<file path="src/rtl/exec_subset_map.vh">
// Opcode patterns, status bit positions and reset values for the core
`ifndef EXEC_SUBSET_MAP_VH
`define EXEC_SUBSET_MAP_VH
// ----------------------------------------------------------------
// Status bit positions
// ----------------------------------------------------------------
`define ST_CARRY 0
`define ST_NIBBLE 1
`define ST_ZERO 2
`define ST_POWERDOWN 3
`define ST_TIMEOUT 4
`define ST_PAGE_LO 5
`define ST_PAGE_HI 6
`define ST_WAKE 7
// ----------------------------------------------------------------
// Reset values
// ----------------------------------------------------------------
`define STATUS_RESET 8'h0018
`define ACC_RESET 8'h0000
`define OPTION_RESET 8'h00FF
`define PC_RESET 11'h07FF
`define STACK_RESET 11'h0000
// ----------------------------------------------------------------
// Opcode patterns
// ----------------------------------------------------------------
`define OP_NOP 12'h0000
`define OP_OPTION 12'h0002
`define OP_SLEEP 12'h0003
`define OP6_SUB 6'h02
`define OP6_OR_FILE 6'h04
`define OP6_MOVE 6'h08
`define OP6_INC 6'h0A
`define OP6_RRF 6'h0C
`define OP6_RLF 6'h0D
`define OP6_INCSZ 6'h0F
`define OP7_STORE 7'h01
`define OP4_RETURN_WITH_LITERAL 4'h8
`define OP4_LOADLIT 4'hC
`define OP4_ORLIT 4'hD
`define OP3_JUMP 3'h5
`endif
</file>
<file path="src/rtl/cpu_instr_exec_subset.v">
// Instruction execution core for a subset of a 12-bit instruction set
// What this block does
// - Jump loads upper counter bits from status page field; two cycles.
// - Increment file, result by destination bit, zero flag updated.
// - Increment and skip on zero flushes fetched word; no flags change.
// - OR literal into accumulator, zero flag updated, one cycle.
// - OR accumulator with file, result by destination bit, zero flag.
// - Move file to accumulator or back to same file.
// - Move file updates zero flag even when writing back.
// - Load option register from accumulator, flags untouched.
// - Return with literal: accumulator gets literal, counter pops stack.
// - Rotate left through carry, result by destination bit.
// - Rotate right through carry, result by destination bit.
// - Sleep sets timeout flag, clears powerdown flag, keeps wake flag.
// - Sleep clears watchdog counter and its prescaler.
// - After sleep the core halts with oscillator stopped.
// - Subtract accumulator from file, updates carry, nibble borrow, zero.
// - Subtract carry is inverted borrow: set when result non-negative.
`include "exec_subset_map.vh"
module cpu_instr_exec_subset #(
    parameter PC_WIDTH = 11
) (
    input wire i_clk,
    input wire i_reset_n,
    input wire [11:0] i_instr,
    input wire i_instr_valid,
    input wire [7:0] i_file_rdata,
    input wire [PC_WIDTH-1:0] i_stack_top,
    input wire i_wake,
    output wire [4:0] o_file_addr,
    output reg [7:0] o_file_wdata,
    output reg o_file_we,
    output reg o_stack_pop,
    output reg [PC_WIDTH-1:0] o_pc,
    output reg [7:0] o_acc,
    output reg [7:0] o_status,
    output reg [7:0] o_option,
    output reg o_flush,
    output reg o_watchdog_clear,
    output reg o_sleeping,
    output reg o_osc_halt
);

// ----------------------------------------------------------------
// Decode
// ----------------------------------------------------------------
wire [5:0] op6 = i_instr[11:6];
wire [3:0] op4 = i_instr[11:8];
wire dest_file = i_instr[5];
wire [7:0] lit = i_instr[7:0];
wire [7:0] fval = i_file_rdata;
wire carry_in = o_status[`ST_CARRY];
// Words in a flush slot or during sleep never reach the decoder
wire run = i_instr_valid && !o_sleeping && !o_flush;

wire is_nop = (i_instr == `OP_NOP);
wire is_option = (i_instr == `OP_OPTION);
wire is_sleep = (i_instr == `OP_SLEEP);
wire is_store = (i_instr[11:5] == `OP7_STORE);
wire is_jump = (i_instr[11:9] == `OP3_JUMP);
wire is_return = (op4 == `OP4_RETURN_WITH_LITERAL);
wire is_load_lit = (op4 == `OP4_LOADLIT);
wire is_or_lit = (op4 == `OP4_ORLIT);
wire is_inc = (op6 == `OP6_INC);
wire is_inc_skip = (op6 == `OP6_INCSZ);
wire is_or_file = (op6 == `OP6_OR_FILE);
wire is_move = (op6 == `OP6_MOVE);
wire is_rotl = (op6 == `OP6_RLF);
wire is_rotr = (op6 == `OP6_RRF);
wire is_sub = (op6 == `OP6_SUB);
// Opcodes that read a file and route by the destination bit
wire is_file_op = is_inc || is_inc_skip || is_or_file || is_move ||
    is_rotl || is_rotr || is_sub;

assign o_file_addr = i_instr[4:0];

// ----------------------------------------------------------------
// Arithmetic
// ----------------------------------------------------------------
wire [8:0] sum_inc = {1'b0, fval} + 9'h001;
// Adding the complement keeps bit 8 as the inverted borrow
wire [8:0] diff = {1'b0, fval} + {1'b0, ~o_acc} + 9'h001;
wire [4:0] ndiff = {1'b0, fval[3:0]} + {1'b0, ~o_acc[3:0]} + 5'h01;
wire [7:0] or_file_val = o_acc | fval;
wire [7:0] or_lit_val = o_acc | lit;
wire [7:0] rotl_val = {fval[6:0], carry_in};
wire [7:0] rotr_val = {carry_in, fval[7:1]};
wire [PC_WIDTH-1:0] pc_plus_one = o_pc + {{(PC_WIDTH-1){1'b0}}, 1'b1};

// ----------------------------------------------------------------
// File operations
// ----------------------------------------------------------------
reg [7:0] result;
reg set_zero;
reg set_carry;
reg carry_out;
reg set_nibble;

always @* begin
    result = fval;
    set_zero = 1'b0;
    set_carry = 1'b0;
    carry_out = carry_in;
    set_nibble = 1'b0;
    if (is_inc) begin
        result = sum_inc[7:0];
        set_zero = 1'b1;
    end else if (is_inc_skip) begin
        result = sum_inc[7:0];
    end else if (is_or_file) begin
        result = or_file_val;
        set_zero = 1'b1;
    end else if (is_move) begin
        result = fval;
        set_zero = 1'b1;
    end else if (is_rotl) begin
        result = rotl_val;
        set_carry = 1'b1;
        carry_out = fval[7];
    end else if (is_rotr) begin
        result = rotr_val;
        set_carry = 1'b1;
        carry_out = fval[0];
    end else if (is_sub) begin
        result = diff[7:0];
        set_zero = 1'b1;
        set_carry = 1'b1;
        carry_out = diff[8];
        set_nibble = 1'b1;
    end
end

// ----------------------------------------------------------------
// Status flags
// ----------------------------------------------------------------
reg [7:0] status_next;

always @* begin
    status_next = o_status;
    if (run && is_file_op) begin
        if (set_zero) begin
            status_next[`ST_ZERO] = (result == 8'h00);
        end
        if (set_carry) begin
            status_next[`ST_CARRY] = carry_out;
        end
        if (set_nibble) begin
            status_next[`ST_NIBBLE] = ndiff[4];
        end
    end
    if (run && is_or_lit) begin
        status_next[`ST_ZERO] = (or_lit_val == 8'h00);
    end
    if (run && is_sleep) begin
        status_next[`ST_TIMEOUT] = 1'b1;
        status_next[`ST_POWERDOWN] = 1'b0;
    end
    // Wake flag is owned by the port logic and only held here
    status_next[`ST_WAKE] = o_status[`ST_WAKE];
end

// ----------------------------------------------------------------
// Accumulator and option
// ----------------------------------------------------------------
reg [7:0] acc_next;
reg [7:0] option_next;

always @* begin
    acc_next = o_acc;
    option_next = o_option;
    if (run && is_load_lit) begin
        acc_next = lit;
    end
    if (run && is_return) begin
        acc_next = lit;
    end
    if (run && is_or_lit) begin
        acc_next = or_lit_val;
    end
    if (run && is_file_op && !dest_file) begin
        acc_next = result;
    end
    if (run && is_option) begin
        option_next = o_acc;
    end
end

// ----------------------------------------------------------------
// File write
// ----------------------------------------------------------------
reg we_next;
reg [7:0] wdata_next;

always @* begin
    we_next = 1'b0;
    wdata_next = o_file_wdata;
    if (run && is_store) begin
        we_next = 1'b1;
        wdata_next = o_acc;
    end
    if (run && is_file_op && dest_file) begin
        we_next = 1'b1;
        wdata_next = result;
    end
end

// ----------------------------------------------------------------
// Program counter
// ----------------------------------------------------------------
reg [PC_WIDTH-1:0] pc_next;
reg flush_next;
reg pop_next;

always @* begin
    pc_next = o_pc;
    flush_next = 1'b0;
    pop_next = 1'b0;
    if (o_sleeping) begin
        // Counter freezes so the core resumes at the next word
        pc_next = o_pc;
    end else if (o_flush) begin
        // The discarded word still used a fetch slot
        pc_next = pc_plus_one;
    end else if (run) begin
        pc_next = pc_plus_one;
        if (is_jump) begin
            pc_next = {o_status[`ST_PAGE_HI:`ST_PAGE_LO], i_instr[8:0]};
            flush_next = 1'b1;
        end else if (is_return) begin
            pc_next = i_stack_top;
            pop_next = 1'b1;
            flush_next = 1'b1;
        end else if (is_inc_skip) begin
            flush_next = (sum_inc[7:0] == 8'h00);
        end else if (is_nop) begin
            pc_next = pc_plus_one;
        end
    end
end

// ----------------------------------------------------------------
// Power
// ----------------------------------------------------------------
reg sleep_next;
reg wdog_next;

always @* begin
    sleep_next = o_sleeping;
    wdog_next = 1'b0;
    if (o_sleeping) begin
        if (i_wake) begin
            sleep_next = 1'b0;
        end
    end else if (run && is_sleep) begin
        wdog_next = 1'b1;
        sleep_next = 1'b1;
    end
end

// ----------------------------------------------------------------
// Datapath registers
// ----------------------------------------------------------------
always @(posedge i_clk) begin
    if (!i_reset_n) begin
        o_acc <= `ACC_RESET;
    end else begin
        o_acc <= acc_next;
    end
end

always @(posedge i_clk) begin
    if (!i_reset_n) begin
        o_status <= `STATUS_RESET;
    end else begin
        o_status <= status_next;
    end
end

always @(posedge i_clk) begin
    if (!i_reset_n) begin
        o_option <= `OPTION_RESET;
    end else begin
        o_option <= option_next;
    end
end

// ----------------------------------------------------------------
// Control registers
// ----------------------------------------------------------------
always @(posedge i_clk) begin
    if (!i_reset_n) begin
        o_pc <= `PC_RESET;
    end else begin
        o_pc <= pc_next;
    end
end

always @(posedge i_clk) begin
    if (!i_reset_n) begin
        o_flush <= 1'b0;
    end else begin
        o_flush <= flush_next;
    end
end

always @(posedge i_clk) begin
    if (!i_reset_n) begin
        o_stack_pop <= 1'b0;
    end else begin
        o_stack_pop <= pop_next;
    end
end

always @(posedge i_clk) begin
    if (!i_reset_n) begin
        o_file_we <= 1'b0;
    end else begin
        o_file_we <= we_next;
    end
end

always @(posedge i_clk) begin
    if (!i_reset_n) begin
        o_file_wdata <= 8'h00;
    end else begin
        o_file_wdata <= wdata_next;
    end
end

// ----------------------------------------------------------------
// Power registers
// ----------------------------------------------------------------
always @(posedge i_clk) begin
    if (!i_reset_n) begin
        o_sleeping <= 1'b0;
    end else begin
        o_sleeping <= sleep_next;
    end
end

always @(posedge i_clk) begin
    if (!i_reset_n) begin
        o_osc_halt <= 1'b0;
    end else begin
        o_osc_halt <= sleep_next;
    end
end

always @(posedge i_clk) begin
    if (!i_reset_n) begin
        o_watchdog_clear <= 1'b0;
    end else begin
        o_watchdog_clear <= wdog_next;
    end
end

endmodule

</file>
<file path="config.mk">
export PLATFORM = sky130hd
export DESIGN_NAME = cpu_instr_exec_subset
export DESIGN_NICKNAME = d
export VERILOG_FILES = /design/src/rtl/cpu_instr_exec_subset.v
export VERILOG_INCLUDE_DIRS = /design/src /design/src/rtl
export SDC_FILE = /design/constraint.sdc
export NUM_CORES = 1
export LEC_CHECK = 0
export ABC_AREA = 1
export BUFFER_PORTS_ARGS = -buffer_cell sky130_fd_sc_hd__buf_2
export CAP_MARGIN = 10
export CORE_ASPECT_RATIO = 1.2
export CORE_MARGIN = 1.5
export CORE_UTILIZATION = 55
export DETAILED_ROUTE_END_ITERATION = 10
export PLACE_DENSITY = 0.93
export SYNTH_ARGS = -nofsm -noshare
export SYNTH_HDL_FRONTEND = slang
export SYNTH_SLANG_ARGS = --single-unit
</file>
<file path="constraint.sdc">
create_clock -name i_clk -period 3.3 [get_ports i_clk]
set_clock_uncertainty 0.15 [all_clocks]
set_input_delay 0.165 -clock i_clk [delete_from_list [all_inputs] [get_ports i_clk]]
set_output_delay 0.165 -clock i_clk [all_outputs]
set_load 0.1 [all_outputs]
</file>
==> results of run 1 <==
-- Yosys cell counts (2+ instances only) --
cell type  count  area, um^2
a21oi_1       39         195
a21oi_2        2        17.5
a31oi_1        5        31.3
buf_2          4        20.0
buf_4         10        75.1
clkbuf_1       8        30.0
clkinv_1       2        7.51
conb_1         2        7.51
dfxtp_1       44         881
ha_1          19         238
inv_1         67         251
inv_2          6        22.5
nand2_1      152         571
nand2_2        3        18.8
nand2_4        4        45.0
nand3_1       38         190
nand3_2        3        30.0
nand4_1        3        18.8
nor2_1        76         285
nor2_2         3        18.8
nor2_4         4        45.0
nor3_1        10        50.1
nor4_1         5        31.3
o211ai_1      11        82.6
o21ai_0       28         140
o21ai_1        3        15.0
o21bai_1       6        45.0
o221ai_1       4        35.0
o311ai_0       2        17.5
o311ai_1       2        17.5
o31ai_1        4        30.0
or2_0          2        12.5
or2_2          4        25.0
xnor2_1        3        26.3
xor2_1        10        87.6
-- critical path: stages, from the launching register on --
cell,delay [ns]
dfxtp_1,0.63
inv_1,0.31
nand3_1,0.28
inv_1,0.15
nand2_2,0.19
inv_1,0.07
nor2_1,0.31
nand2_4,0.14
o21ai_1,0.10
a21oi_1,0.05
a21oi_1,0.16
nor2_1,0.05
-- stage by stage --
step                      std cells  hold WS (ns)
final                           757        0.0500
after global placement          748         0.204
after detailed placement        748         0.198
after CTS                       757        0.0531
after global routing            757        0.0963
after floorplan                 600         0.107
-- state kept, by name, indices dropped and copies added, names as in the netlist --
name              count
o_status              4
o_acc                 8
o_osc_halt            1
o_flush               1
o_option              8
o_file_wdata          8
o_pc                 11
o_watchdog_clear      1
o_stack_pop           1
o_file_we             1
-- kinds of logic after synthesis --
| logic type | share of synthesized area |
|---|---|
| flip-flops | 0.236 |
| AO/OA/AOI/OAI | 0.180 |
| AND/OR/NAND/NOR | 0.368 |
| XOR/XNOR | 0.0305 |
| other | 0.00201 |
| adder cells (fa/ha/maj) | 0.0691 |
| buffers and inverters | 0.113 |
-- worst paths after layout --
check	cells after the start	endpoint	slack (ns)	start
max	11	o_acc[3]	0.56	o_flush
max reg2reg	11	o_acc[3]	0.56	o_flush
min reg2reg	2	o_option[2]	0.33	o_option[2]
min	3	o_status[0]	0.05	i_file_rdata[7]
-- report_power, final --
group	internal, mW	total [mW]	leakage, nW	switching [mW]
clock network	0.170	0.375	0.0434	0.205
registers	0.554	0.581	0.359	0.0274
logic	0.148	0.607	1.77	0.458
-- routing by layer --
metal  global-route usage  routed length [um]
met1                0.367                4370
met3               0.0439                 987
met4                0.182                 565
met5                    0                   0
met2                0.575                5640
-- layout make-up --
type	count	area share
multi-input cells	457	0.573
flip-flops and latches	44	0.207
repair buffers	87	0.105
inverters	76	0.0674
well taps	85	0.0250
clock buffers	6	0.0194
clock inverters	2	0.00353
-- what timing repair did --
action,4_1_cts,5_1_grt
setup endpoints to repair,0,0
buffers inserted,0,0
hold endpoints to repair,1,0
hold buffers,1,0
==> run summary, run 1 <==
Io pins: 89
Antenna violations before repair: 0
Final Net Count: 726
Hpwl dp: 8850 um
Starting Density: 0.575
Final Cycle Share: 0.829
RSZ-0062 raised after global routing: false
Max-slew violation count: 0
Unique masters post-synth: 45
Clock root buffer: clkbuf_8
Total GRT Usage: 0.323
Largest net degree at the start of global routing: 25
Die H: 93.2 um
Clk pin slew, worst setup/hold paths: 0.10 ns
Cell area after synthesis: 0.00373 mm^2
Async SR Flop Fraction: 0
Startpoint types: register
Max-slew headroom: 0.465
Layout cells sized above 1: 0.190
Mean post-synth cell area: 6.24 um^2
Final TNS setup: 0 ns
DRT iter0 DRCs: 455
First-pass GRT wire length: 18800 um
CP Capture Type: register
Critical path class: reg -> reg
Area Growth Syn to Fin: 14.0%
Status: finished, final reports clean
Layout Utilization: 0.655
Row Count: 32
CP Max Fanout: 14
Clk_lat worst skew: 0.31 ns
CTS sink cnt: 44
Final ANT Viol Nets: 0
Most frequent cells in the layout: 152 x nand2_1, 84 x buf_2, 76 x nor2_1, 67 x inv_1, 44 x dfxtp_1
EDFF count, synth: 0
Static leakage: 2.17 nW
TritonCTS Buffers: 5
Seq. cell area: 881 um^2
Primary FF master, synth: dfxtp_1
Die Width: 78.2 um
Synthesized instance count: 598
Drt pass-1 iters: 6
I/O Buffers: 84
CORE AREA: 0.00649 mm^2
Min cycle time layout: 2.74 ns
Final setup viols: 0
GPL Wtd Cong: 1.03
Slew of the pin with the lowest slew margin: 0.802 ns
Max Cap Violations: 0
Sequential share of the synthesized area: 0.236
Clock Tree Buf Depth: 2
DRC Markers: 0
VDD IR max: 0.315 mV
H-tree depth: 2
Max frequency: 0.366 GHz
Die area: 0.00729 mm^2
Commonest non-fill, non-tap cell in the layout: nand2_1
TritonCTS clock tree: built
Tightest Hold Check Type: in -> reg
Multi-input logic area: 0.00243 mm^2
Final worst slack: 0.564 ns
Average wire per standard cell: 15.3 um
Vias: 4379
Number of global-route vias before repair: 4108
Post-route cell area: 0.00425 mm^2
Via-to-Cell Ratio: 5.78
Data arrival time of the critical path: 2.76 ns
Worst path required time: 3.32 ns
Ant diodes: 0
Dpl cell area: 0.00414 mm^2
Pre-CTS setup slack: 0.623 ns
Post-cts resize count: 0
Final wirelength: 11600 um
Grt ovf: 0
Synth warnings: 0
Fillers: 599
PwrDens: 368 mW/mm^2
Synthesized flop and latch total: 44
Total Power: 1.56 mW
Final hold violation count: 0
(Power assumes the default switching activity.)
==> inputs of run 2 (changes only) <==
--- a/config.mk
+++ b/config.mk
@@ -6,14 +6,14 @@
 export SDC_FILE = /design/constraint.sdc
 export NUM_CORES = 1
 export LEC_CHECK = 0
-export ABC_AREA = 1
+export ABC_AREA = 0
 export BUFFER_PORTS_ARGS = -buffer_cell sky130_fd_sc_hd__buf_2
 export CAP_MARGIN = 10
 export CORE_ASPECT_RATIO = 1.2
 export CORE_MARGIN = 1.5
-export CORE_UTILIZATION = 55
+export CORE_UTILIZATION = 49
 export DETAILED_ROUTE_END_ITERATION = 10
-export PLACE_DENSITY = 0.93
+export PLACE_DENSITY = 0.88
 export SYNTH_ARGS = -nofsm -noshare
 export SYNTH_HDL_FRONTEND = slang
 export SYNTH_SLANG_ARGS = --single-unit
==> constraint.sdc (replaced) <==
create_clock -name i_clk -period 2.46 [get_ports i_clk]
set_clock_uncertainty 0.15 [all_clocks]
set_input_delay 0.123 -clock i_clk [delete_from_list [all_inputs] [get_ports i_clk]]
set_output_delay 0.123 -clock i_clk [all_outputs]
set_load 0.1 [all_outputs]
==> run 2 against run 1 <==
  * Register-to-register slack worse by 0.47 ns
  * Non-clock buffer count up 40
  * Sequential cell count unchanged
  * Final cell count down 12%
  * Largest power group unchanged
  * Worst setup slack worse by 0.47 ns
  * Via count down 2.2%
  * Worst hold slack worse by 0.020 ns
==> run summary, run 2 <==
Status: finished, final reports clean (unchanged)
Largest Register: o_pc (unchanged)
GPL Wtd Cong: 1.05 (was 1.03)
Final TNS setup: 0 ns (unchanged)
Primary FF master, synth: dfxtp_1 (unchanged)
Die H: 97.3 um (was 93.2 um)
First-pass GRT wire length: 19800 um (was 18800 um)
Max frequency: 0.423 GHz (was 0.366 GHz)
Final wirelength: 12600 um (was 11600 um)
TritonCTS clock tree: built (unchanged)
Clk pin slew, worst setup/hold paths: 0.08 ns (was 0.10 ns)
Starting Density: 0.503 (was 0.575)
Placed insts: 653 (was 748)
Most frequent cells in the layout: 84 x buf_2, 55 x nand2_1, 44 x nor2_1, 40 x buf_4, 38 x a21oi_1 (was 152 x nand2_1, 84 x buf_2, 76 x nor2_1, 67 x inv_1, 44 x dfxtp_1)
Total Power: 2.13 mW (was 1.56 mW)
H-tree depth: 2 (unchanged)
Cell with the most instances after synthesis: nand2_1 (unchanged)
Die area: 0.00795 mm^2 (was 0.00729 mm^2)
Critical path class: reg -> reg (unchanged)
Dpl cell area: 0.00428 mm^2 (was 0.00414 mm^2)
Share of the synthesized area in the top cell type: 0.242 (was 0.236)
Antenna violations before repair: 0 (unchanged)
Min cycle time layout: 2.36 ns (was 2.74 ns)
Hpwl dp: 9520 um (was 8850 um)
Final setup viols: 0 (unchanged)
Ant diodes: 0 (unchanged)
Seq. cell area: 910 um^2 (was 881 um^2)
Hold Slack: 0.0298 ns (was 0.0500 ns)
Final Net Count: 633 (was 726)
Number of global-route vias before repair: 4010 (was 4108)
Max-slew headroom: 0.563 (was 0.465)
Cell area after synthesis: 0.00363 mm^2 (was 0.00373 mm^2)
Clock root buffer: clkbuf_8 (unchanged)
Mean post-synth cell area: 7.62 um^2 (was 6.24 um^2)
DRC Markers: 0 (unchanged)
Synth warnings: 0 (unchanged)
DRT iter0 DRCs: 306 (was 455)
RSZ-0062 raised after global routing: false (unchanged)
Io pins: 89 (unchanged)
CP Max Fanout: 3 (was 14)
Static leakage: 1.89 nW (was 2.17 nW)
Final Cycle Share: 0.961 (was 0.829)
Multi-input logic area: 0.00254 mm^2 (was 0.00243 mm^2)
Synthesized flop and latch total: 44 (unchanged)
Mux share of post-synthesis cell area: 0.0275 (was 0)
Slew of the pin with the lowest slew margin: 0.639 ns (was 0.802 ns)
Final ANT Viol Nets: 0 (unchanged)
Via-to-Cell Ratio: 6.40 (was 5.78)
Worst path required time: 2.56 ns (was 3.32 ns)
Synthesized-area fraction occupied by adder cells: 0.0709 (was 0.0691)
Max-slew violation count: 0 (unchanged)
Commonest non-fill, non-tap cell in the layout: buf_2 (was nand2_1)
CP Capture Type: register (unchanged)
Startpoint types: register (unchanged)
Row Count: 34 (was 32)
Data arrival time of the critical path: 2.46 ns (was 2.76 ns)
Unique masters post-synth: 72 (was 45)
Layout cells sized above 1: 0.297 (was 0.190)
Largest net degree at the start of global routing: 23 (was 25)
Clk_lat worst skew: 0.30 ns (was 0.31 ns)
Clock Tree Buf Depth: 2 (unchanged)
Grt ovf: 0 (unchanged)
Synthesized instance count: 477 (was 598)
Average wire per standard cell: 18.9 um (was 15.3 um)
Synth area leader: dfxtp_1 (unchanged)
Max Cap Violations: 0 (unchanged)
Compound-Gate Fraction of Synth Area: 0.282 (was 0.180)
Drt pass-1 iters: 5 (was 6)
Die Width: 81.6 um (was 78.2 um)
Pre-CTS setup slack: 0.0315 ns (was 0.623 ns)
Post-route cell area: 0.00449 mm^2 (was 0.00425 mm^2)
TritonCTS Buffers: 5 (unchanged)
Vias: 4282 (was 4379)
Tightest Hold Check Type: in -> reg (unchanged)
VDD IR max: 0.394 mV (was 0.315 mV)
Largest family of logic cells by synthesized area: compound AO/OA/AOI/OAI gates (was simple AND/OR/NAND/NOR gates)
EDFF count, synth: 0 (unchanged)
Synth Area in XOR/XNOR: 0.0286 (was 0.0305)
Final worst slack: 0.0952 ns (was 0.564 ns)
CTS sink cnt: 44 (unchanged)
CORE AREA: 0.00723 mm^2 (was 0.00649 mm^2)
Non-Filler Instances: 669 (was 757)
Total GRT Usage: 0.319 (was 0.323)
I/O Buffers: 84 (unchanged)
Layout Utilization: 0.621 (was 0.655)
Async SR Flop Fraction: 0 (unchanged)
PwrDens: 475 mW/mm^2 (was 368 mW/mm^2)
Main area contributors after synthesis: dfxtp_1 24%, ha_1 6.5%, nand2_1 5.8% (was dfxtp_1 24%, nand2_1 15%, nor2_1 7.6%)
Sequential share of the synthesized area: 0.242 (was 0.236)
Synth top cells by count: 56 x nand2_1, 45 x nor2_1, 44 x dfxtp_1 (was 152 x nand2_1, 76 x nor2_1, 67 x inv_1)
Final hold violation count: 0 (unchanged)
Post-synthesis simple-gate area fraction: 0.263 (was 0.368)
Area Growth Syn to Fin: 23.6% (was 14.0%)
Max FFs per register: 11 (unchanged)
Fillers: 639 (was 599)
## run 2: logic make-up after synthesis
family                     count (synthesis)
DFF                                       44
adders and majority gates                 20
buffers and inverters                     62
AOI/OAI and AO/OA                        145
xor gates and xnor gates                  11
and+or+nand+nor                          183
other                                      2
muxes                                     10
## run 2: cell type report
cell class | count | share of cell area
inverter | 27 | 0.0226
tap | 90 | 0.0251
timing repair buffer | 127 | 0.167
clock inverter | 1 | 0.00111
sequential | 44 | 0.203
clock buffer | 7 | 0.0170
multi-input combinational | 373 | 0.565
## run 2: where the power goes
group / switching [mW] / total (mW) / internal, mW
Clock: 0.249 / 0.449 / 0.200
Combinational: 0.628 / 0.901 / 0.274
Sequential: 0.0405 / 0.784 / 0.743
Total: 0.918 / 2.13 / 1.22
## run 2: what timing repair did
item / 4_1_cts / 5_1_grt
hold endpoints to repair: 4 / 0
setup endpoints to repair: 2 / 11
buffers inserted: 1 / 4
resized for setup: 3 / 11
pin swaps: 1 / 8
hold buffers: 3 / 0
## run 2: critical path: stages (launching register included)
cell	delay (ns)
dfxtp_4	0.36
inv_2	0.06
buf_4	0.14
fa_2	0.38
nand2b_4	0.09
a21oi_2	0.08
a211o_1	0.32
xnor2_1	0.14
a211o_1	0.30
nand2_2	0.10
a41o_1	0.19
## run 2: worst paths after layout
kind / startpoint / to / slack [ns] / depth (start not counted)
setup reg to reg: o_acc[1] / o_status[2] / 0.1 / 10
hold reg to reg: o_status[3] / o_status[3] / 0.31 / 2
hold / removal: i_instr[0] / o_watchdog_clear / 0.03 / 3
setup / recovery: o_acc[1] / o_status[2] / 0.1 / 10
## run 2: layer usage
metal  share of wire  track usage  wire, um  up-vias
li1                -            -         -     1945
met4           0.046        0.162       580        0
met3           0.070       0.0319       885       57
met2            0.49        0.526      6250      258
met5               0            0         0        -
met1            0.39        0.403      4930     2022
